## src/shared/sbsf_pkg.sv

```systemverilog
// Package of constants and types for the serial buffer status flag block.
package sbsf_pkg;
   localparam int unsigned DATA_W = 16;
   localparam int unsigned SLOTS = 4;
   localparam int unsigned CNT_W = 3;
   localparam int unsigned BITS_PER_WORD = 16;
   localparam logic [11:0] OFF_STATUS_CONTROL = 12'h000;
   localparam logic [11:0] OFF_SHARED_BUF = 12'h004;
   localparam logic [11:0] OFF_IRQ_STATUS = 12'h008;
   localparam logic [11:0] OFF_IRQ_MASK = 12'h00c;
   localparam int unsigned BIT_RBF = 0;
   localparam int unsigned BIT_TBF = 1;
   localparam int unsigned BIT_ENH = 2;
   localparam int unsigned BIT_EN = 3;
   localparam logic [3:0] CTRL_RESET = 4'h0;
   localparam logic [1:0] IRQ_RESET = 2'h0;
   localparam logic [CNT_W-1:0] CNT_RESET = 3'h0;
   localparam logic [4:0] BITCNT_RESET = 5'h00;
   typedef struct packed {
      logic sclk;
      logic sdi;
   } sbsf_link_in_t;
   typedef struct packed {
      logic sdo;
      logic sdo_oe;
   } sbsf_link_out_t;
endpackage

```

## src/verilog/sbsf_top.sv

```systemverilog
// Transmit and receive buffer full flag logic of a serial port, with APB registers and a serial shifter.
//
// Operation
// - Transmit-full reads one until transfer begins
// - Standard mode: buffer write sets transmit-full
// - Standard mode: load into shifter clears it
// - Enhanced: set when last transmit slot fills
// - Enhanced: clear when any transmit slot frees
// - Receive-full reads one while unread data waits
// - Standard mode: shifter copy sets receive-full
// - Standard mode: buffer read clears receive-full
// - Enhanced: set when last receive slot fills
// - Enhanced: clear when any receive slot frees
//
// The implementer's own choices: register access over APB and the address map.
`timescale 1ns/1ps
module sbsf_top (
   input  wire logic                    ref_clk,   // 200 MHz clock
   input  wire logic                    sys_rst,   // Async reset, active high
   input  wire logic                    psel,      // APB select
   input  wire logic                    penable,   // APB enable
   input  wire logic                    pwrite,    // APB direction
   input  wire logic [11:0]             paddr,     // APB byte address
   input  wire logic [31:0]             pwdata,    // APB write data
   output logic      [31:0]             prdata,    // APB read data
   output logic                         pready,    // APB ready
   output logic                         pslverr,   // APB error
   input  wire sbsf_pkg::sbsf_link_in_t link_in,   // Serial clock and data in
   output sbsf_pkg::sbsf_link_out_t     link_out,  // Serial data out
   output logic                         irq        // Level interrupt
);
   localparam int unsigned DW = sbsf_pkg::DATA_W;
   localparam int unsigned CW = sbsf_pkg::CNT_W;
   localparam int unsigned PW = $clog2(sbsf_pkg::SLOTS);
   localparam logic [CW-1:0] FULL_CNT = CW'(sbsf_pkg::SLOTS);
   localparam logic [CW-1:0] ONE_CNT = 3'h1;
   localparam logic [4:0] LAST_BIT = 5'(sbsf_pkg::BITS_PER_WORD - 1);

   // Synchronisers for the link inputs; stage one feeds only stage two.
   logic [1:0] sclk_sync;
   logic [1:0] sdi_sync;
   logic       sclk_prev;
   always_ff @(posedge ref_clk or posedge sys_rst) begin
      if (sys_rst) begin
         sclk_sync <= 2'h0;
         sdi_sync <= 2'h0;
         sclk_prev <= 1'b0;
      end else begin
         sclk_sync <= {sclk_sync[0], link_in.sclk};
         sdi_sync <= {sdi_sync[0], link_in.sdi};
         sclk_prev <= sclk_sync[1];
      end
   end
   wire sclk_rise = sclk_sync[1] & ~sclk_prev;
   wire sclk_fall = ~sclk_sync[1] & sclk_prev;

   // APB decode.
   wire acc = psel & penable;
   wire wr = acc & pwrite;
   wire rd = acc & ~pwrite;
   wire hit_ctrl = (paddr == sbsf_pkg::OFF_STATUS_CONTROL);
   wire hit_buf = (paddr == sbsf_pkg::OFF_SHARED_BUF);
   wire hit_ist = (paddr == sbsf_pkg::OFF_IRQ_STATUS);
   wire hit_msk = (paddr == sbsf_pkg::OFF_IRQ_MASK);
   wire mapped = hit_ctrl | hit_buf | hit_ist | hit_msk;
   wire buf_wr = wr & hit_buf;
   wire buf_rd = rd & hit_buf;
   // Read data is captured in the setup cycle, so it already stands when the access edge takes it.
   wire rd_setup = psel & ~penable & ~pwrite;

   logic enh_mode;
   logic port_en;
   always_ff @(posedge ref_clk or posedge sys_rst) begin
      if (sys_rst) begin
         enh_mode <= sbsf_pkg::CTRL_RESET[sbsf_pkg::BIT_ENH];
         port_en <= sbsf_pkg::CTRL_RESET[sbsf_pkg::BIT_EN];
      end else if (wr & hit_ctrl) begin
         enh_mode <= pwdata[sbsf_pkg::BIT_ENH];
         port_en <= pwdata[sbsf_pkg::BIT_EN];
      end
   end
   // In standard mode one slot is used, so the same storage serves both modes.
   wire [CW-1:0] depth = enh_mode ? FULL_CNT : ONE_CNT;

   // Transmit slots.
   logic [DW-1:0] tx_mem [sbsf_pkg::SLOTS];
   logic [PW-1:0] tx_wp;
   logic [PW-1:0] tx_rp;
   logic [CW-1:0] tx_cnt;
   logic [CW-1:0] next_tx_cnt;
   logic [DW-1:0] shift_register_stage;
   logic [DW-1:0] rx_shift;
   logic [4:0]    bit_cnt;
   logic          busy;

   wire tx_accept = buf_wr & (tx_cnt < depth);
   // The shifter loads a word only between words, so a load always precedes its first bit.
   localparam logic [CW-1:0] CNT_RESET_W = sbsf_pkg::CNT_RESET;
   wire tx_load = port_en & ~busy & (tx_cnt != CNT_RESET_W);
   wire word_done = busy & sclk_rise & (bit_cnt == LAST_BIT);

   always_comb begin
      next_tx_cnt = tx_cnt;
      if (tx_accept & ~tx_load) begin
         next_tx_cnt = tx_cnt + ONE_CNT;
      end else if (tx_load & ~tx_accept) begin
         next_tx_cnt = tx_cnt - ONE_CNT;
      end
   end

   always_ff @(posedge ref_clk or posedge sys_rst) begin
      if (sys_rst) begin
         tx_cnt <= sbsf_pkg::CNT_RESET;
         tx_wp <= '0;
         tx_rp <= '0;
      end else begin
         tx_cnt <= next_tx_cnt;
         if (tx_accept) begin
            tx_wp <= tx_wp + 1'b1;
         end
         if (tx_load) begin
            tx_rp <= tx_rp + 1'b1;
         end
      end
   end
   always_ff @(posedge ref_clk) begin
      if (tx_accept) begin
         tx_mem[tx_wp] <= pwdata[DW-1:0];
      end
   end

   // Full while every available slot holds a word not yet moved into the shifter.
   wire tx_buffer_full_flag = (tx_cnt >= depth);

   // Shifter: data out changes on falling, samples on rising serial clock edges.
   always_ff @(posedge ref_clk or posedge sys_rst) begin
      if (sys_rst) begin
         shift_register_stage <= '0;
         rx_shift <= '0;
         bit_cnt <= sbsf_pkg::BITCNT_RESET;
         busy <= 1'b0;
      end else if (tx_load) begin
         shift_register_stage <= tx_mem[tx_rp];
         bit_cnt <= sbsf_pkg::BITCNT_RESET;
         busy <= 1'b1;
      end else if (busy & sclk_rise) begin
         rx_shift <= {rx_shift[DW-2:0], sdi_sync[1]};
         bit_cnt <= bit_cnt + 5'h01;
         busy <= ~word_done;
      end else if (busy & sclk_fall & (bit_cnt != sbsf_pkg::BITCNT_RESET)) begin
         shift_register_stage <= {shift_register_stage[DW-2:0], 1'b0};
      end
   end
   always_comb begin
      link_out.sdo = shift_register_stage[DW-1];
      link_out.sdo_oe = busy;
   end

   // Receive slots.
   logic [DW-1:0] rx_mem [sbsf_pkg::SLOTS];
   logic [PW-1:0] rx_wp;
   logic [PW-1:0] rx_rp;
   logic [CW-1:0] rx_cnt;
   logic [CW-1:0] next_rx_cnt;
   logic          rx_ovf;
   wire [DW-1:0]  rx_word = {rx_shift[DW-2:0], sdi_sync[1]};
   wire rx_push = word_done & (rx_cnt < depth);
   // A buffer read pops only the word that it showed in its setup cycle; a word that lands between
   // setup and access stays for the next read instead of being popped unseen.
   logic          rd_armed;
   always_ff @(posedge ref_clk or posedge sys_rst) begin
      if (sys_rst) begin
         rd_armed <= 1'b0;
      end else if (rd_setup) begin
         rd_armed <= hit_buf & (rx_cnt != CNT_RESET_W);
      end else if (acc) begin
         rd_armed <= 1'b0;
      end
   end
   wire rx_pop = buf_rd & rd_armed;

   always_comb begin
      next_rx_cnt = rx_cnt;
      if (rx_push & ~rx_pop) begin
         next_rx_cnt = rx_cnt + ONE_CNT;
      end else if (rx_pop & ~rx_push) begin
         next_rx_cnt = rx_cnt - ONE_CNT;
      end
   end

   always_ff @(posedge ref_clk or posedge sys_rst) begin
      if (sys_rst) begin
         rx_cnt <= sbsf_pkg::CNT_RESET;
         rx_wp <= '0;
         rx_rp <= '0;
      end else begin
         rx_cnt <= next_rx_cnt;
         if (rx_push) begin
            rx_wp <= rx_wp + 1'b1;
         end
         if (rx_pop) begin
            rx_rp <= rx_rp + 1'b1;
         end
      end
   end
   always_ff @(posedge ref_clk) begin
      if (rx_push) begin
         rx_mem[rx_wp] <= rx_word;
      end
   end
   assign rx_ovf = word_done & ~rx_push;

   // Full once every available slot holds an unread word.
   wire rx_buffer_full_flag = (rx_cnt >= depth);

   // Interrupts: bit 0 word received, bit 1 receive overflow; set wins over clear.
   logic [1:0] irq_stat;
   logic [1:0] irq_mask;
   wire  [1:0] irq_evt = {rx_ovf, rx_push};
   wire  [1:0] irq_clr = (wr & hit_ist) ? pwdata[1:0] : 2'h0;
   always_ff @(posedge ref_clk or posedge sys_rst) begin
      if (sys_rst) begin
         irq_stat <= sbsf_pkg::IRQ_RESET;
         irq_mask <= sbsf_pkg::IRQ_RESET;
      end else begin
         irq_stat <= (irq_stat & ~irq_clr) | irq_evt;
         if (wr & hit_msk) begin
            irq_mask <= pwdata[1:0];
         end
      end
   end
   assign irq = |(irq_stat & irq_mask);

   // Read data mux; the receive slot is read combinationally and registered into prdata.
   wire [31:0] ctrl_word = {28'h0000000, port_en, enh_mode, tx_buffer_full_flag, rx_buffer_full_flag};
   // An empty receive side reads as zero, and the stale slot is never shown.
   wire [31:0] buf_word = (rx_cnt != CNT_RESET_W) ? {16'h0000, rx_mem[rx_rp]} : 32'h00000000;
   wire [31:0] rd_mux = hit_ctrl ? ctrl_word :
                        hit_buf  ? buf_word :
                        hit_ist  ? {30'h0, irq_stat} :
                        hit_msk  ? {30'h0, irq_mask} : 32'h00000000;
   always_ff @(posedge ref_clk or posedge sys_rst) begin
      if (sys_rst) begin
         prdata <= 32'h00000000;
      end else if (rd_setup) begin
         prdata <= rd_mux;
      end
   end
   // The slave never stalls: prdata was loaded at the setup edge, so it is valid at the access edge.
   // The flags shown are therefore those of one cycle before the access, which software cannot see.
   assign pready = 1'b1;
   assign pslverr = acc & ~mapped;

   a_tbf_set_std: assert property (@(posedge ref_clk) disable iff (sys_rst)
      (!enh_mode && tx_accept && !tx_load) |=> tx_buffer_full_flag)
      else $error("transmit-full not set after buffer write");
   a_tbf_clr_std: assert property (@(posedge ref_clk) disable iff (sys_rst)
      (!enh_mode && tx_load && !tx_accept && !$past(enh_mode)) |=> !tx_buffer_full_flag)
      else $error("transmit-full not cleared on shifter load");
   a_tbf_enh_level: assert property (@(posedge ref_clk) disable iff (sys_rst)
      enh_mode |-> (tx_buffer_full_flag == (tx_cnt == FULL_CNT)))
      else $error("enhanced transmit-full mismatch");
   a_tbf_enh_free: assert property (@(posedge ref_clk) disable iff (sys_rst)
      (enh_mode && tx_buffer_full_flag && tx_load && !tx_accept) ##1 enh_mode |-> !tx_buffer_full_flag)
      else $error("transmit-full held with a free slot");
   a_rbf_set_std: assert property (@(posedge ref_clk) disable iff (sys_rst)
      (!enh_mode && rx_push && !rx_pop) |=> rx_buffer_full_flag)
      else $error("receive-full not set after word");
   a_rbf_clr_std: assert property (@(posedge ref_clk) disable iff (sys_rst)
      (!enh_mode && rx_pop && !rx_push) ##1 !enh_mode |-> !rx_buffer_full_flag)
      else $error("receive-full not cleared by read");
   a_rbf_enh_fill: assert property (@(posedge ref_clk) disable iff (sys_rst)
      (enh_mode && rx_cnt == FULL_CNT - ONE_CNT && rx_push && !rx_pop) ##1 enh_mode |-> rx_buffer_full_flag)
      else $error("receive-full not set on last slot");
   a_rbf_enh_free: assert property (@(posedge ref_clk) disable iff (sys_rst)
      (enh_mode && rx_buffer_full_flag && rx_pop) ##1 enh_mode |-> !rx_buffer_full_flag)
      else $error("receive-full held with a free slot");
   a_cnt_bound: assert property (@(posedge ref_clk) disable iff (sys_rst)
      (tx_cnt <= FULL_CNT) && (rx_cnt <= FULL_CNT))
      else $error("occupancy counter out of range");
   a_flag_levels: assert property (@(posedge ref_clk) disable iff (sys_rst)
      (!enh_mode && tx_cnt == CNT_RESET_W) |-> (!tx_buffer_full_flag ##0 (rx_cnt != CNT_RESET_W || !rx_buffer_full_flag)))
      else $error("flag shown with empty buffer");

   // A pop must never take a slot that holds no word.
   a_pop_needs_word: assert property (@(posedge ref_clk) disable iff (sys_rst)
      rx_pop |-> (rx_cnt != CNT_RESET_W))
      else $error("receive pop from empty buffer");

   // Each accepted write occupies exactly one more transmit slot.
   a_tx_cnt_up: assert property (@(posedge ref_clk) disable iff (sys_rst)
      (tx_accept && !tx_load) |=> (tx_cnt == $past(tx_cnt) + ONE_CNT))
      else $error("transmit count did not rise");

   // Each load into the shifter frees exactly one transmit slot.
   a_tx_cnt_down: assert property (@(posedge ref_clk) disable iff (sys_rst)
      (tx_load && !tx_accept) |=> (tx_cnt == $past(tx_cnt) - ONE_CNT))
      else $error("transmit count did not fall");

   // Each stored word occupies exactly one more receive slot.
   a_rx_cnt_up: assert property (@(posedge ref_clk) disable iff (sys_rst)
      (rx_push && !rx_pop) |=> (rx_cnt == $past(rx_cnt) + ONE_CNT))
      else $error("receive count did not rise");

   // Each read of a waiting word frees exactly one receive slot.
   a_rx_cnt_down: assert property (@(posedge ref_clk) disable iff (sys_rst)
      (rx_pop && !rx_push) |=> (rx_cnt == $past(rx_cnt) - ONE_CNT))
      else $error("receive count did not fall");

   // A write while full is dropped, so the occupancy must not move.
   a_full_write_drop: assert property (@(posedge ref_clk) disable iff (sys_rst)
      (buf_wr && tx_buffer_full_flag && !tx_load) |=> (tx_cnt == $past(tx_cnt)))
      else $error("write accepted while transmit full");

   // Status bits must be set by their events even when software clears them in the same cycle.
   a_evt_sets_stat: assert property (@(posedge ref_clk) disable iff (sys_rst)
      (irq_evt != 2'h0) |=> ((irq_stat & $past(irq_evt)) == $past(irq_evt)))
      else $error("interrupt event lost");

   // The shifter never counts past the last bit of a word.
   a_shift_count: assert property (@(posedge ref_clk) disable iff (sys_rst)
      busy |-> (bit_cnt <= LAST_BIT))
      else $error("bit counter out of range");

   // A load starts a fresh word in the shifter.
   a_load_starts: assert property (@(posedge ref_clk) disable iff (sys_rst)
      tx_load |=> (busy && bit_cnt == sbsf_pkg::BITCNT_RESET))
      else $error("load did not start a word");

   // In standard mode any unread word shows as receive-full.
   a_rbf_std_level: assert property (@(posedge ref_clk) disable iff (sys_rst)
      (!enh_mode && rx_cnt != CNT_RESET_W) |-> rx_buffer_full_flag)
      else $error("receive-full clear with word waiting");
endmodule

```

## config.mk

```make
export PLATFORM = sky130hd
export DESIGN_NAME = sbsf_top
export DESIGN_NICKNAME = d
export VERILOG_FILES = /design/src/shared/sbsf_pkg.sv /design/src/verilog/sbsf_top.sv
export SDC_FILE = /design/constraint.sdc
export NUM_CORES = 1
export LEC_CHECK = 0
export ABC_AREA = 1
export BUFFER_PORTS_ARGS = -buffer_cell sky130_fd_sc_hd__buf_4
export CORE_MARGIN = 2
export CORE_UTILIZATION = 48
export DETAILED_ROUTE_END_ITERATION = 8
export GPL_ROUTABILITY_DRIVEN = 0
export PLACE_DENSITY_LB_ADDON = 0.12
export SLEW_MARGIN = 20
export SYNTH_ARGS = -nofsm -noshare
export SYNTH_HDL_FRONTEND = slang
export SYNTH_SLANG_ARGS = --single-unit
```

## constraint.sdc

```tcl
create_clock -name ref_clk -period 4.6 [get_ports ref_clk]
set_clock_uncertainty 0.15 [all_clocks]
set_input_delay 0.92 -clock ref_clk [delete_from_list [all_inputs] [get_ports ref_clk]]
set_output_delay 0.92 -clock ref_clk [all_outputs]
set_load 0.01 [all_outputs]
```

# After elaboration in Yosys (flattened, before gate mapping)
# Memory sizes are Yosys's and may differ from the RTL's.
# Cells that the tools add are included.
# word_totals
elab_cells	121
out_inout_bits	37
ram_bits	128
ff_bits	95
input_bits	51
n_memories	2
# mem_list
name	words	word_bits	rd	rd_clocked_by_memory_dff	write_ports	line_no	rtl
rx_mem	4	16	1	0	1	sbsf_top.sv:160	logic [DW-1:0] rx_mem [sbsf_pkg::SLOTS];
tx_mem	4	16	1	0	1	sbsf_top.sv:86	logic [DW-1:0] tx_mem [sbsf_pkg::SLOTS];
# classes
n_lt_le_gt_ge	4
eq_ne	5
bitwise	46
n_mux	24
n_reduce_logical	12
n_addsub	9
# op_table
cell	n
$mux W16	6
$and A1 B1 Y1	28
$eq A12 B4 Y1 const B	2
$mux W3	5
$eq A12 B3 Y1 const B	1
$logic_not A12 Y1	1
$not A1 Y1	11
$mux W5	2
$reduce_bool A2 Y1	5
$add A2 B1 Y2 const B	4
$mux W1	8
$add A3 B1 Y3 const B	2
$ge A3 B3 Y1	2
$lt A3 B3 Y1	2
$mux W2	3
$reduce_bool A3 Y1	2
$sub A3 B1 Y3 const B	2
$add A5 B1 Y5 const B	1
$eq A5 B4 Y1 const B	1
$reduce_bool A5 Y1	1
$and A2 B2 Y2	2
$reduce_and A2 Y1	2
$or A1 B1 Y1	3
$ne A2 B2 Y1 const B	1
other kinds (3)	3

# Depth between registers and ports, before layout
# Gate-level depths: netlist (run 1).
# logic_depth
depth_word	9
depth_mapped	15
depth_no_buf	15

# Least setup slack after synthesis (run 1)
# Ideal clock, no wire load.
# synth_timing
path_kind	in2reg
startpoint	input paddr[11]
endpoint	memory tx_mem[0][0] (netlist bit) (enable)
required_time_ns	4.061
arrival_time_ns	2.252
path_buffers	1
slack_ns	1.809
setup_ns	0.389
stages	6
path_cell_list	nor2_2 > nand2_2 > nor2_4 > buf_6 > nand4_4 > nor2_1
# synth_between
elab_chain_len	5
# synth_lines
item	line_no	rtl
start, declared	sbsf_top.sv:23	input wire logic [11:0] paddr,
$eq A12 B3 Y1	sbsf_top.sv:62	wire hit_buf = (paddr == sbsf_pkg::OFF_SHARED_BUF);
$and A1 B1 Y1	sbsf_top.sv:66	wire buf_wr = wr & hit_buf;
$and A1 B1 Y1	sbsf_top.sv:96	wire tx_accept = buf_wr & (tx_cnt < depth);
$mux W1	sbsf_top.sv:127	if (tx_accept) begin
$mux W1 (implied by the code)	sbsf_top.sv:128	tx_mem[tx_wp] <= pwdata[DW-1:0];
end, declared	sbsf_top.sv:86	
# No other way between the ends.

# Worst setup path in the final report (run 1)
# layout_timing
startpoint	input paddr[11]
endpoint	output pslverr
# layout_between
elab_chain_len	6
elab_cells_between_ends	9
# layout_lines
item	line_no	rtl
$eq A12 B3 Y1 or $logic_not A12 Y1 (tied branches)	sbsf_top.sv:62, sbsf_top.sv:61	
$or A1 B1 Y1 (2 in a row)	sbsf_top.sv:65	wire mapped = hit_ctrl | hit_buf | hit_ist | hit_msk;
$or A1 B1 Y1 *	sbsf_top.sv:65	
$not A1 Y1 *	sbsf_top.sv:252	assign pslverr = acc & ~mapped;
$and A1 B1 Y1 *	sbsf_top.sv:252	
end, declared	sbsf_top.sv:27	output logic pslverr,
# Mark *: on every way between the ends. The rest lies on a longest branch, timed or not.

==> results.md, run 1 <==
Placement:
- In this run the tool buffered the top-level ports with 54 buffer cells.
- After legalization and detailed placement, the total HPWL measured 10600 um.

Pwr:
- The power per standard cell area is 461 nW/um^2.
- The share of total power dissipated in the clock network is 0.368.
- In this run the power spent charging and discharging nets is between 1 and 1.5 mW.
- Of the total power, the share spent switching nets is 0.257.
- The design draws roughly 4.6 mW.
- The leakage dissipation is 4.30 nW.
- The relative contribution of combinational cells to total power is 0.130.
- The peak supply drop is 284 uV.
- Cell internal power was estimated by the tool at 3.45 mW.
- Of the total power, registers draw 0.502.

Logic synthesis:
- The share of synthesized flip-flops with an asynchronous set or reset is 0.382.
- The synthesized cell area is 8800 um^2.
- The largest total area in the synthesized netlist belongs to sky130_fd_sc_hd__edfxtp_1.
- Counting distinct cell types in the post-synthesis netlist gives 38.
- The share of synthesized area occupied by flip-flops and latches is 0.661.
- Yosys mapped a number of flops with a built-in enable equal to 128.
- The area share of the largest cell type after synthesis is 0.437.
- In the synthesized netlist, the cells that appear most often are sky130_fd_sc_hd__nand2_1 (184), sky130_fd_sc_hd__edfxtp_1 (128), sky130_fd_sc_hd__dfrtp_1 (79), sky130_fd_sc_hd__inv_1 (74), sky130_fd_sc_hd__nand3_1 (64).
- After synthesis the netlist holds a flip-flop and latch count of approximately 210.
- Among all cell types in the netlist, the one instantiated most often is sky130_fd_sc_hd__nand2_1.
- The post-synthesis instance total is between 700 and 800.
- The synthesis warning total is 0.
- After synthesis, the cell types taking the most area are sky130_fd_sc_hd__edfxtp_1 (44%), sky130_fd_sc_hd__dfrtp_1 (22%), sky130_fd_sc_hd__nand2_1 (7.8%), sky130_fd_sc_hd__nand3_1 (3.6%), sky130_fd_sc_hd__inv_1 (3.2%).
- The most used flip-flop cell after synthesis is sky130_fd_sc_hd__edfxtp_1.
- A synthesized cell averages 11.3 um^2.

Setup path:
- The endpoint of the lowest-slack register-to-register path is rx_cnt[2].
- The endpoint arrival time on the critical path is 1.83 ns.
- Walking the worst path, the cells encountered are buf_4 -> nor2_2 -> nand2_2 -> nor2_4 -> a21oi_1 -> buf_4.
- Counting both buffers and inverters, the worst setup path holds a total of 2.
- The kind of capture point of the worst setup path is an output pin.
- The peak fanout along the critical path is 12.
- The critical path's largest stage delay is 0.34 ns.
- The worst reg2reg path startpoint is enh_mode.
- The count of cells along the worst register-to-register path is 12.
- By instance count, the cell type seen most on the critical path is sky130_fd_sc_hd__buf_4.
- The type of the worst setup path is input pin to output pin.
- For the worst setup path, the data required time is between 3 and 4 ns.
- The slowest stage cell on the critical path is sky130_fd_sc_hd__nor2_4.
- STA classifies the critical path startpoint as an input pin.
- The register-to-register path setup slack is around 1.8 ns.
- Among cell families on the critical path, the largest total delay comes from simple AND/OR/NAND/NOR gates.

Min path:
- Along the worst hold path, the cell count comes to 0.
- The worst hold path begins at sclk_sync[0].
- In this run the worst hold path is classified as flop to flop.
- The path with the worst hold slack has its endpoint at sclk_sync[1].

Clock network:
- The number of sinks on the clock net is between 200 and 250.
- The number of buffers inserted by hold repair at cts is 0.
- The number of clock buffers inserted by TritonCTS is 22.
- The post-CTS clock slew at the launch and capture registers of the worst setup and hold paths is approximately 0.05 ns.
- The number of buffers inserted to repair setup after CTS is 0.
- The maximum count of clock buffers along a single path is 3.
- The CTS tree is yes.
- After clock tree synthesis, the repair step resized 0 gates.
- CTS built an H-tree with a depth of 1.
- The clock reaches the later pin of the worst-skew pair after 0.49 ns.
- The tree is rooted in a sky130_fd_sc_hd__clkbuf_16.

Floorplan:
- The I/O pin count is 88.
- The die is approximately 140 um tall.
- The placement row count is 49.
- The core area is approximately 18000 um^2.
- The effective utilization at floorplan is 0.490.
- The die footprint is 19400 um^2.
- The die is ~140 um wide.

Timing:
- The total negative setup slack is 0 ns.
- The count of endpoints failing setup in the final report is 0.
- The final clock period utilization by the worst path is 0.630.
- For the pin with the worst max-slew slack, the measured transition is 0.629 ns.
- The minimum period implied by the final worst setup slack is approximately 2.9 ns.
- The worst relative slew slack is 0.578.
- Setup repair after global routing left no endpoint under its margin.
- The hold violation total from the final report was 0.
- Derived from the worst setup path, the maximum achievable clock frequency is 0.345 GHz.
- The total count of max-transition violations in the final report is 0.

Finish:
- The net count of the finished layout is 909.
- The layout filler cell count is between 1500 and 2000.
- From synthesis to final layout, the design area changed by 14.2%.
- For this run, the share of the core covered by cells in the final layout is 0.560.
- The count of antenna diodes in the layout is 0.
- The proportion of layout cells with a drive suffix above 1 is 0.149.

Detailed routing:
- The final route contains 5605 vias.
- Before antenna repair, the detailed router went through 5 iterations.
- The post-detailed-routing wire length is 17000 um.
- The total DRC errors in the routed layout is 0.
- The routed wirelength normalized by instance count is 15.8 um.
- After the first detailed-routing iteration, the DRC count stood at between 300 and 400.
- Dividing the detail-routed via count by the number of cells gives 5.19.
- The number of nets with antenna violations after routing is 0.

Run:
- The number of max-cap violations is 0.

Run status:
- The run finished with clean final reports.

Global routing:
- The number of antenna violations at the first check in global routing is 0.
- Across every metal layer, demand over resource in global routing totals 0.178.
- The number of global-route vias before repair is 5590.
- The first global-routing pass estimated around 28000 um of wire.
- Entering global routing, the biggest net connects 48 pins.
- Global routing finished with a remaining overflow of 0.
==> through the flow <==
stage / hold WS (ns) / area [um^2] / cells / setup WS, ns
3_3_place_gp: 0.188 / 9350 / 1044 / 1.56
2_1_floorplan: 0.181 / 8860 / 793 / 1.51
5_1_grt: 0.213 / 10100 / 1081 / 1.53
4_1_cts: 0.201 / 10100 / 1081 / 1.69
3_5_place_dp: 0.188 / 9350 / 1044 / 1.54
6_report: 0.199 / 10100 / 1081 / 1.70
==> per-layer routing <==
metal  up-vias  routed length, um  global-route usage
met5         -                  0                   0
met4         0                393              0.0532
met3        35                758              0.0244
met2       134               8160               0.295
met1      2728               7720               0.247
li1       2708                  -                   -
==> sequential cells by signal (all words and copies together), names as in the netlist, 2 cells and up <==
name,flops
rx_mem,64
tx_mem,64
prdata,16
shift_register_stage,16
rx_shift,15
bit_cnt,5
rx_cnt,3
tx_cnt,3
irq_mask,2
irq_stat,2
rx_rp,2
rx_wp,2
sclk_sync,2
sdi_sync,2
tx_rp,2
tx_wp,2
==> cell families after synthesis <==
family                     after synthesis  synth area share
and+or+nand+nor                        299             0.153
DFF                                    207             0.661
buffers and inverters                  128            0.0694
AOI/OAI and AO/OA                      114            0.0773
adders and majority gates               19            0.0287
xor gates and xnor gates                 9           0.00896
other                                    2          0.000853
==> how the worst max path moves through the flow <==
| stage | depth (start not counted) | start | slack [ns] | to |
|---|---|---|---|---|
| floorplan | 1 | sys_rst | 1.51 | bit_cnt[0] |
| global route | 12 | enh_mode | 1.53 | rx_cnt[2] |
| detailed placement | 13 | paddr[5] | 1.54 | tx_cnt[2] |
| CTS | 6 | paddr[5] | 1.69 | pslverr |
| finish | 6 | paddr[11] | 1.70 | pslverr |
| global placement | 13 | paddr[7] | 1.56 | tx_cnt[2] |
==> area by class of cell <==
type	instances	area, um^2	area share
repair buffers	68	510	0.0508
clock inverters	6	76.3	0.00759
flip-flops and latches	207	5820	0.579
well taps	229	287	0.0285
inverters	82	309	0.0307
clock buffers	31	626	0.0622
multi-input cells	458	2430	0.241
==> cell usage in the layout, fill, tap and decap left out, types with 23 or more instances in the layout <==
cell type | netlist | layout
sky130_fd_sc_hd__buf_4 | 21 | 68
sky130_fd_sc_hd__clkbuf_16 | 0 | 23
sky130_fd_sc_hd__o21ai_0 | 52 | 52
sky130_fd_sc_hd__nor2_1 | 28 | 28
sky130_fd_sc_hd__inv_1 | 74 | 73
sky130_fd_sc_hd__nand2_1 | 184 | 184
sky130_fd_sc_hd__dfrtp_1 | 79 | 79
sky130_fd_sc_hd__edfxtp_1 | 128 | 128
sky130_fd_sc_hd__a21oi_1 | 35 | 35
sky130_fd_sc_hd__nand3_1 | 64 | 64
==> power by group through the flow <==
stage | Sequential (mW) | Combinational (mW) | Clock [mW]
after floorplan | 2.32 | 0.471 | 0
after global placement | 2.35 | 0.573 | 0
after detailed placement | 2.36 | 0.603 | 0
after CTS | 2.33 | 0.606 | 1.74
after global routing | 2.35 | 0.690 | 1.82
final | 2.33 | 0.602 | 1.71
Note: power is estimated with default switching activity, not from simulation.
==> inputs of run 2 (changes only) <==
==> constraint.sdc (replaced) <==
create_clock -name ref_clk -period 2.5 [get_ports ref_clk]
set_clock_uncertainty 0.15 [all_clocks]
set_input_delay 0.5 -clock ref_clk [delete_from_list [all_inputs] [get_ports ref_clk]]
set_output_delay 0.5 -clock ref_clk [all_outputs]
set_load 0.01 [all_outputs]
==> run 2 against run 1 <==
Sequential cell count is the same. Via count grew 0.80%. Sequential share of layout area shrank 1.1 points. Non-clock buffer count grew 15. Setup slack lost 1.6 ns. Register-to-register slack lost 1.7 ns. Cell area grew 1.9%. Final cell count grew 1.7%. Core utilization grew 1.0 points. Combinational power grew 88%.
==> results.md, run 2 (synthesis results as in run 1) <==
Global routing:
- The global-route wire length before repair is 27300 um (was 28000 um).
- The pin count of the biggest net entering global routing came to 48 (unchanged).
- The global route total overflow is 0 (unchanged).
- The number of global-route vias before repair came to 5559 (was 5590).
- The aggregate global-route resource usage came to 0.174 (was 0.178).
- The number of antenna violations at the first check in global routing is 0 (unchanged).

Floorplan:
- The placement row count is 49 (unchanged).
- The chip width was 139 um (unchanged).
- The effective utilization at floorplan was 0.490 (unchanged).
- The core area is 18000 um^2 (unchanged).
- The die footprint was 19400 um^2 (unchanged).
- The chip height was 139 um (unchanged).
- The I/O pin count is 88 (unchanged).

Detailed routing:
- The average vias per placed instance came to 5.14 (was 5.19).
- The detailed router's first-iteration violation count is 325 (was 310).
- The number of detailed-routing iterations run before antenna repair came to 5 (unchanged).
- The number of nets with antenna violations after routing is 0 (unchanged).
- The post-detailed-routing wire length was 17000 um (about the same).
- The total DRC errors in the routed layout is 0 (unchanged).
- The overall via count from detail_route is 5650 (was 5605).
- The routed wirelength normalized by instance count is 15.4 um (was 15.8 um).

Finish:
- The proportion of layout cells with a drive suffix above 1 is 0.175 (was 0.149).
- The count of antenna diodes in the layout is 0 (unchanged).
- The layout filler cell count is 1476 (was 1517).
- The final core utilization was 0.570 (was 0.560).
- The most frequent standard cell in the layout excluding fill and tap cells was sky130_fd_sc_hd__nand2_1 (unchanged).
- Commonest cells after routing, fill and taps aside: sky130_fd_sc_hd__nand2_1 (184), sky130_fd_sc_hd__edfxtp_1 (128), sky130_fd_sc_hd__dfrtp_1 (79), sky130_fd_sc_hd__buf_4 (75), sky130_fd_sc_hd__inv_1 (69) (was sky130_fd_sc_hd__nand2_1 (184), sky130_fd_sc_hd__edfxtp_1 (128), sky130_fd_sc_hd__dfrtp_1 (79), sky130_fd_sc_hd__inv_1 (73), sky130_fd_sc_hd__buf_4 (68)).
- The number of nets in the layout was 924 (was 909).
- The signed area change from the synthesized netlist to the final layout is 16.4% (was 14.2%).
- Biggest regs: rx_mem (64), tx_mem (64) (unchanged).

Clock network:
- The CTS tree is yes (unchanged).
- The worst-skew pair later-pin latency was 0.49 ns (about the same).
- The maximum count of clock buffers along a single path is 3 (unchanged).
- The cell at the root of the clock tree is sky130_fd_sc_hd__clkbuf_16 (unchanged).
- The post-CTS clock slew at the launch and capture registers of the worst setup and hold paths came to 0.06 ns (was 0.05 ns).
- The number of sinks on the clock net is 207 (unchanged).
- The number of levels in the clock H-tree is 1 (unchanged).
- The number of clock buffers inserted by TritonCTS is 22 (unchanged).

Setup path:
- The type of the worst setup path is flop to flop (was input pin to output pin).
- The endpoint arrival time on the critical path is 2.63 ns (was 1.83 ns).
- Ordered list of cells on the worst path: ha_1 -> nand2_1 -> nor2_2 -> ha_2 -> nand2_1 -> inv_2 -> nand2_1 -> inv_2 -> ha_2 -> inv_2 -> fa_2 -> nor2_2 -> nor2_1 -> nand2_1 -> xor2_1 (was buf_4 -> nor2_2 -> nand2_2 -> nor2_4 -> a21oi_1 -> buf_4).
- The start point of the critical path was bit_cnt[0] (was paddr[11]).
- The kind of capture point of the worst setup path is a flop (was output pin).
- The count of cells along the worst register-to-register path is 15 (was 12).
- The slowest stage cell on the critical path is sky130_fd_sc_hd__fa_2 (was sky130_fd_sc_hd__nor2_4).
- The endpoint of the lowest-slack register-to-register path is rx_cnt[2] (unchanged).
- The required time at the worst-slack endpoint is 2.77 ns (was 3.53 ns).
- The register-to-register path setup slack is 0.14 ns (was 1.81 ns).
- The worst reg2reg path startpoint is bit_cnt[0] (was enh_mode).
- The critical path capture point is rx_cnt[2] (was pslverr).
- The peak fanout along the critical path was 3 (was 12).
- The startpoint type of the worst setup path is a flop (was input pin).
- The critical path's most frequent cell was sky130_fd_sc_hd__nand2_1 (was sky130_fd_sc_hd__buf_4).
- The critical path's largest stage delay came to 0.36 ns (was 0.34 ns).

Min path:
- The kind of path behind the tightest hold check is input pin to flop (was flop to flop).

Placement:
- The post-DP HPWL came to 10800 um (was 10600 um).
- The quantity of I/O buffers inserted on ports is 54 (unchanged).

Timing:
- The transition time at the pin with the least slew margin is 0.638 ns (was 0.629 ns).
- The hold violation total from the final report is 0 (unchanged).
- In the finished design, the share of the clock period the worst path needs comes to 0.945.
- The minimum period implied by the final worst setup slack is 2.36 ns.
- The worst relative slew slack is 0.572 (was 0.578).
- The total count of max-transition violations in the final report came to 0 (unchanged).
- The achievable clock frequency is 0.423 GHz.
- The count of endpoints failing setup in the final report is 0 (unchanged).
- Unrepaired setup endpoints after global routing: yes (was no).

Run status:
- Result of the run: finished, final reports clean (unchanged).

Pwr:
- The peak supply drop is 484 uV (was 284 uV).
- The power per standard cell area is 819 nW/um^2 (was 461 nW/um^2).
- The post-route total power is 8.39 mW (was 4.64 mW).
- The leakage dissipation was 4.35 nW (was 4.30 nW).

Run:
- The number of max-cap violations is 0 (unchanged).
-- run 2: worst min path at each step --
stage          depth (start not counted)       endpoint    startpoint
6_report                               1   tx_mem[2][8]     pwdata[8]
3_3_place_gp                           0   sclk_sync[1]  sclk_sync[0]
2_1_floorplan                          0   sclk_sync[1]  sclk_sync[0]
3_5_place_dp                           0   sclk_sync[1]  sclk_sync[0]
5_1_grt                                1  tx_mem[1][12]    pwdata[12]
4_1_cts                                1  tx_mem[0][10]    pwdata[10]
-- run 2: critical path: cells and delay by family (launching register included) --
kind                     cells  cell delay (ns)
AND/OR/NAND/NOR              7             0.57
adder cells (fa/ha/maj)      4             0.88
buffers and inverters        3             0.21
flip-flops                   1             0.35
XOR/XNOR                     1             0.14
-- run 2: per-layer routing --
metal	wire length (um)	track usage
met1	7640	0.237
met2	8170	0.293
met3	901	0.0313
met4	244	0.0441
met5	0	0
-- run 2: per-stage QoR --
stage / instances / setup slack (ns) / cell area (um^2) / hold slack [ns] / TNS [ns]
6_report: 1099 / 0.138 / 10200 / 0.0594 / 0
5_1_grt: 1099 / -0.0268 / 10200 / 0.0386 / -0.0268
4_1_cts: 1098 / 0.0567 / 10200 / 0.0414 / 0
3_5_place_dp: 1055 / -0.0110 / 9500 / 0.190 / -0.0110
3_3_place_gp: 1055 / 0.0469 / 9500 / 0.185 / 0
2_1_floorplan: 793 / 0.0750 / 8860 / 0.181 / 0
-- run 2: where the power goes --
| part | switching, mW | internal, mW |
|---|---|---|
| Clock | 1.22 | 1.75 |
| Combinational | 0.738 | 0.393 |
| Sequential | 0.249 | 4.03 |
| Total | 2.21 | 6.18 |
-- run 2: cell type report --
type	count	area, um^2	area share
sequential	207	5820	0.568
multi-input combinational	458	2460	0.240
timing repair buffer	83	693	0.0677
clock buffer	34	637	0.0622
inverter	82	314	0.0307
tap	229	287	0.0280
clock inverter	6	33.8	0.00330
-- run 2: repair_timing --
item,CTS,global route
gates resized for setup,1,12
endpoints found under the setup margin,1,3
pin swaps,0,5
hold buffers,3,0
setup buffers,0,1
hold endpoints to repair,4,0
==> inputs of run 3 (changes only) <==
--- a/config.mk
+++ b/config.mk
@@ -5,7 +5,6 @@
 export SDC_FILE = /design/constraint.sdc
 export NUM_CORES = 1
 export LEC_CHECK = 0
-export ABC_AREA = 1
 export BUFFER_PORTS_ARGS = -buffer_cell sky130_fd_sc_hd__buf_4
 export CORE_MARGIN = 2
 export CORE_UTILIZATION = 48
==> run 3 against run 2 <==
The flow now finishes with violations (setup timing). Wire length shrank 0.40%. Via count down 15%. Clock power increased by 7.1%. Sequential cell count did not move. Synthesized cell count down 29%. Core utilization grew 3.6 points. Hold slack improved by 0.0057 ns. First-iteration DRC count fell by 5.8%. Combinational power fell by 82%. Total power is 16% lower. Global-route usage is 0.73 points higher. Largest cell class unchanged. Highest routed layer unchanged.
==> results.md, run 3 <==
Run status:
- Result of the run: finished, violations left (was finished, final reports clean).
- The checks that failed: setup timing.

Logic synthesis:
- The cell type contributing the most total cell area after synthesis is sky130_fd_sc_hd__edfxtp_1 (unchanged).
- The most used flip-flop cell after synthesis is sky130_fd_sc_hd__edfxtp_1 (unchanged).
- The most frequent cell after synthesis is sky130_fd_sc_hd__edfxtp_1 (was sky130_fd_sc_hd__nand2_1).
- Most frequent cells after synthesis: sky130_fd_sc_hd__edfxtp_1 (128), sky130_fd_sc_hd__nand2_1 (89), sky130_fd_sc_hd__dfrtp_1 (79), sky130_fd_sc_hd__mux4_2 (32), sky130_fd_sc_hd__and2_1 (25) (was sky130_fd_sc_hd__nand2_1 (184), sky130_fd_sc_hd__edfxtp_1 (128), sky130_fd_sc_hd__dfrtp_1 (79), sky130_fd_sc_hd__inv_1 (74), sky130_fd_sc_hd__nand3_1 (64)).
- The synthesized cell area is 8480 um^2 (was 8800 um^2).
- The number of enable-type register cells in the synthesized netlist is 128 (unchanged).
- The share of synthesized flip-flops with an asynchronous set or reset is 0.382 (unchanged).
- Synth top area cells: sky130_fd_sc_hd__edfxtp_1 (45%), sky130_fd_sc_hd__dfrtp_1 (23%), sky130_fd_sc_hd__mux4_2 (8.5%), sky130_fd_sc_hd__nand2_1 (3.9%), sky130_fd_sc_hd__ha_1 (2.5%) (was sky130_fd_sc_hd__edfxtp_1 (44%), sky130_fd_sc_hd__dfrtp_1 (22%), sky130_fd_sc_hd__nand2_1 (7.8%), sky130_fd_sc_hd__nand3_1 (3.6%), sky130_fd_sc_hd__inv_1 (3.2%)).
- The area share of the largest cell type after synthesis is 0.453 (was 0.437).
- The synthesized area per cell is 15.4 um^2 (was 11.3 um^2).
- The synthesis warning total was 0 (unchanged).
- The share of synthesized area occupied by flip-flops and latches is 0.686 (was 0.661).
- The count of cell types in the netlist is 49 (was 38).
- The post-synthesis instance total was 552 (was 778).
- The number of synthesized register bits is 207 (unchanged).

Finish:
- The number of nets in the layout was 741 (was 924).
- The layout filler cell count is 1334 (was 1476).
- Biggest regs: rx_mem (64), tx_mem (64) (unchanged).
- The proportion of layout cells with a drive suffix above 1 was 0.320 (was 0.175).
- The count of antenna diodes in the layout is 0 (unchanged).
- The combined area of the multi-input logic cells is 2480 um^2 (was 2460 um^2).
- The signed area change from the synthesized netlist to the final layout is 23.7% (was 16.4%).
- The sequential cell area in the final layout is 5820 um^2 (unchanged).
- Commonest cells after routing, fill and taps aside: sky130_fd_sc_hd__edfxtp_1 (128), sky130_fd_sc_hd__buf_4 (105), sky130_fd_sc_hd__nand2_1 (89), sky130_fd_sc_hd__dfrtp_1 (79), sky130_fd_sc_hd__mux4_2 (32) (was sky130_fd_sc_hd__nand2_1 (184), sky130_fd_sc_hd__edfxtp_1 (128), sky130_fd_sc_hd__dfrtp_1 (79), sky130_fd_sc_hd__buf_4 (75), sky130_fd_sc_hd__inv_1 (69)).
- The most frequent standard cell in the layout excluding fill and tap cells was sky130_fd_sc_hd__edfxtp_1 (was sky130_fd_sc_hd__nand2_1).
- The final instance area came to 10500 um^2 (was 10200 um^2).
- The count of non-filler cells in the finished layout is 912 (was 1099).

Floorplan:
- The placement row count is 48 (was 49).
- The chip height is 137 um (was 139 um).
- The effective utilization at floorplan was 0.490 (about the same).
- The chip width is 137 um (was 139 um).
- The core area was 17300 um^2 (was 18000 um^2).
- The die footprint was 18800 um^2 (was 19400 um^2).
- The I/O pin count is 88 (unchanged).

Global routing:
- The aggregate global-route resource usage is 0.182 (was 0.174).
- The pin count of the biggest net entering global routing is 80 (was 48).
- The global route total overflow was 0 (unchanged).
- The global-route wire length before repair came to 26100 um (was 27300 um).
- The number of antenna violations at the first check in global routing came to 0 (unchanged).
- The number of global-route vias before repair is 5054 (was 5559).

Pwr:
- The leakage dissipation came to 4.12 nW (was 4.35 nW).
- The peak supply drop is 502 uV (was 484 uV).
- The power per standard cell area is 671 nW/um^2 (was 819 nW/um^2).
- The post-route total power was 7.04 mW (was 8.39 mW).

Detailed routing:
- The number of detailed-routing iterations run before antenna repair is 4 (was 5).
- The total DRC errors in the routed layout was 0 (unchanged).
- The overall via count from detail_route was 4801 (was 5650).
- The post-detailed-routing wire length is 16900 um (was 17000 um).
- The detailed router's first-iteration violation count is 306 (was 325).
- The average vias per placed instance is 5.26 (was 5.14).
- The number of nets with antenna violations after routing is 0 (unchanged).
- The routed wirelength normalized by instance count came to 18.5 um (was 15.4 um).

Clock network:
- The number of clock buffers inserted by TritonCTS is 22 (unchanged).
- The post-CTS clock slew at the launch and capture registers of the worst setup and hold paths was 0.06 ns (about the same).
- The number of sinks on the clock net is 207 (unchanged).
- The number of levels in the clock H-tree is 1 (unchanged).
- The CTS tree is yes (unchanged).
- The cell at the root of the clock tree was sky130_fd_sc_hd__clkbuf_16 (unchanged).
- The worst-skew pair later-pin latency is 0.49 ns (about the same).
- The maximum count of clock buffers along a single path was 3 (unchanged).

Timing:
- The final critical-path setup slack is -0.113 ns (was 0.138 ns).
- The achievable clock frequency came to 0.383 GHz (was 0.423 GHz).
- Unrepaired setup endpoints after global routing: yes (unchanged).
- The worst relative slew slack is 0.455 (was 0.572).
- The final clock period utilization by the worst path is 1.05 (was 0.945).
- The hold violation total from the final report is 0 (unchanged).
- The transition time at the pin with the least slew margin was 0.818 ns (was 0.638 ns).
- The minimum period implied by the final worst setup slack is 2.61 ns (was 2.36 ns).
- The count of endpoints failing setup in the final report was 2 (was 0).
- The total count of max-transition violations in the final report is 0 (unchanged).

Placement:
- The post-DP HPWL was 10700 um (was 10800 um).
- The quantity of I/O buffers inserted on ports is 54 (unchanged).
- The placed instance count came to 861 (was 1055).
- The placed standard-cell area is 9550 um^2 (was 9500 um^2).

Min path:
- The kind of path behind the tightest hold check was input pin to flop (unchanged).

Setup path:
- The endpoint arrival time on the critical path is 2.87 ns (was 2.63 ns).
- The required time at the worst-slack endpoint is 2.76 ns (was 2.77 ns).
- The startpoint type of the worst setup path is a flop (unchanged).
- The cell family with the largest share of critical-path delay is adder cells (unchanged).
- The critical path's largest stage delay is 0.36 ns (about the same).
- The type of the worst setup path is flop to flop (unchanged).
- The peak fanout along the critical path is 2 (was 3).
- The slowest stage cell on the critical path is sky130_fd_sc_hd__dfrtp_1 (was sky130_fd_sc_hd__fa_2).
- The kind of capture point of the worst setup path is a flop (unchanged).
- The number of buffers and inverters on the critical path is 2 (was 3).
- Ordered list of cells on the worst path: ha_2 -> and3_4 -> ha_4 -> nand4b_1 -> a211oi_2 -> buf_4 -> ha_4 -> inv_2 -> fa_2 -> xor2_1 -> nor2_1 -> xor2_1 (was ha_1 -> nand2_1 -> nor2_2 -> ha_2 -> nand2_1 -> inv_2 -> nand2_1 -> inv_2 -> ha_2 -> inv_2 -> fa_2 -> nor2_2 -> nor2_1 -> nand2_1 -> xor2_1).

Run:
- The number of max-cap violations is 0 (unchanged).
run 3: layout make-up:
cell class | count | area share
sequential | 207 | 0.555
multi-input combinational | 301 | 0.237
timing repair buffer | 122 | 0.106
clock buffer | 32 | 0.0629
tap | 225 | 0.0268
clock inverter | 8 | 0.00644
inverter | 17 | 0.00644
run 3: worst register-to-register path, cell delays in order, from the launching register on:
cell and delay [ns]:
sky130_fd_sc_hd__dfrtp_1 0.36, sky130_fd_sc_hd__ha_2 0.18, sky130_fd_sc_hd__and3_4 0.19, sky130_fd_sc_hd__ha_4 0.12, sky130_fd_sc_hd__nand4b_1 0.21, sky130_fd_sc_hd__a211oi_2 0.28
sky130_fd_sc_hd__buf_4 0.16, sky130_fd_sc_hd__ha_4 0.12, sky130_fd_sc_hd__inv_2 0.03, sky130_fd_sc_hd__fa_2 0.32, sky130_fd_sc_hd__xor2_1 0.14, sky130_fd_sc_hd__nor2_1 0.11
sky130_fd_sc_hd__xor2_1 0.17
run 3: stage by stage:
stage | hold slack [ns] | setup slack [ns] | util | TNS [ns]
final | 0.0651 | -0.113 | 0.607 | -0.190
after global routing | 0.0438 | -0.214 | 0.607 | -2.22
after CTS | 0.0473 | -0.148 | 0.597 | -0.234
after detailed placement | 0.186 | -0.554 | 0.552 | -13.21
after global placement | 0.189 | -0.501 | 0.552 | -12.07
after floorplan | 0.181 | -0.543 | - | -10.23
run 3: routing by layer:
| layer | share of wire | track usage |
|---|---|---|
| met1 | 0.40 | 0.219 |
| met5 | 0 | 0 |
| met2 | 0.53 | 0.336 |
| met4 | 0.023 | 0.0475 |
| met3 | 0.040 | 0.0319 |
run 3: what timing repair did:
action	CTS	global route
pin swaps	7	8
hold buffers	3	0
gates cloned	0	4
endpoints found under the setup margin	3	68
setup buffers	0	4
resized for setup	7	13
endpoints found under the hold margin	41	0
run 3: worst paths after layout:
check                                 start            to  slack (ns)  depth (start not counted)
worst max-delay path             bit_cnt[1]     rx_cnt[2]       -0.11                         12
worst min-delay path              pwdata[4]  tx_mem[3][4]        0.07                          1
worst max register to register   bit_cnt[1]     rx_cnt[2]       -0.11                         12
worst min register to register  sdi_sync[0]   sdi_sync[1]        0.20                          0
max in group asynchronous           sys_rst   rx_shift[0]        1.31                          4
min in group asynchronous           sys_rst   rx_shift[9]        0.53                          4
run 3: power breakdown:
group / leakage, nW / switching, mW / total, mW / internal [mW]
combinational: 1.55 / 0.110 / 0.202 / 0.0922
sequential: 2.21 / 0.0134 / 3.66 / 3.64
clock: 0.362 / 1.25 / 3.18 / 1.93
total: 4.12 / 1.37 / 7.04 / 5.67
run 3: cell families (layout without fill, tap and decap cells):
| family | after synthesis | after routing | share of synthesized area |
|---|---|---|---|
| xor gates and xnor gates | 14 | 14 | 0.0145 |
| and+or+nand+nor | 155 | 155 | 0.0861 |
| AOI/OAI and AO/OA | 56 | 56 | 0.0506 |
| other | 2 | 17 | 0.000885 |
| adders and majority gates | 19 | 19 | 0.0298 |
| muxes | 40 | 40 | 0.0959 |
| buffers and inverters | 59 | 179 | 0.0361 |
| DFF | 207 | 207 | 0.686 |
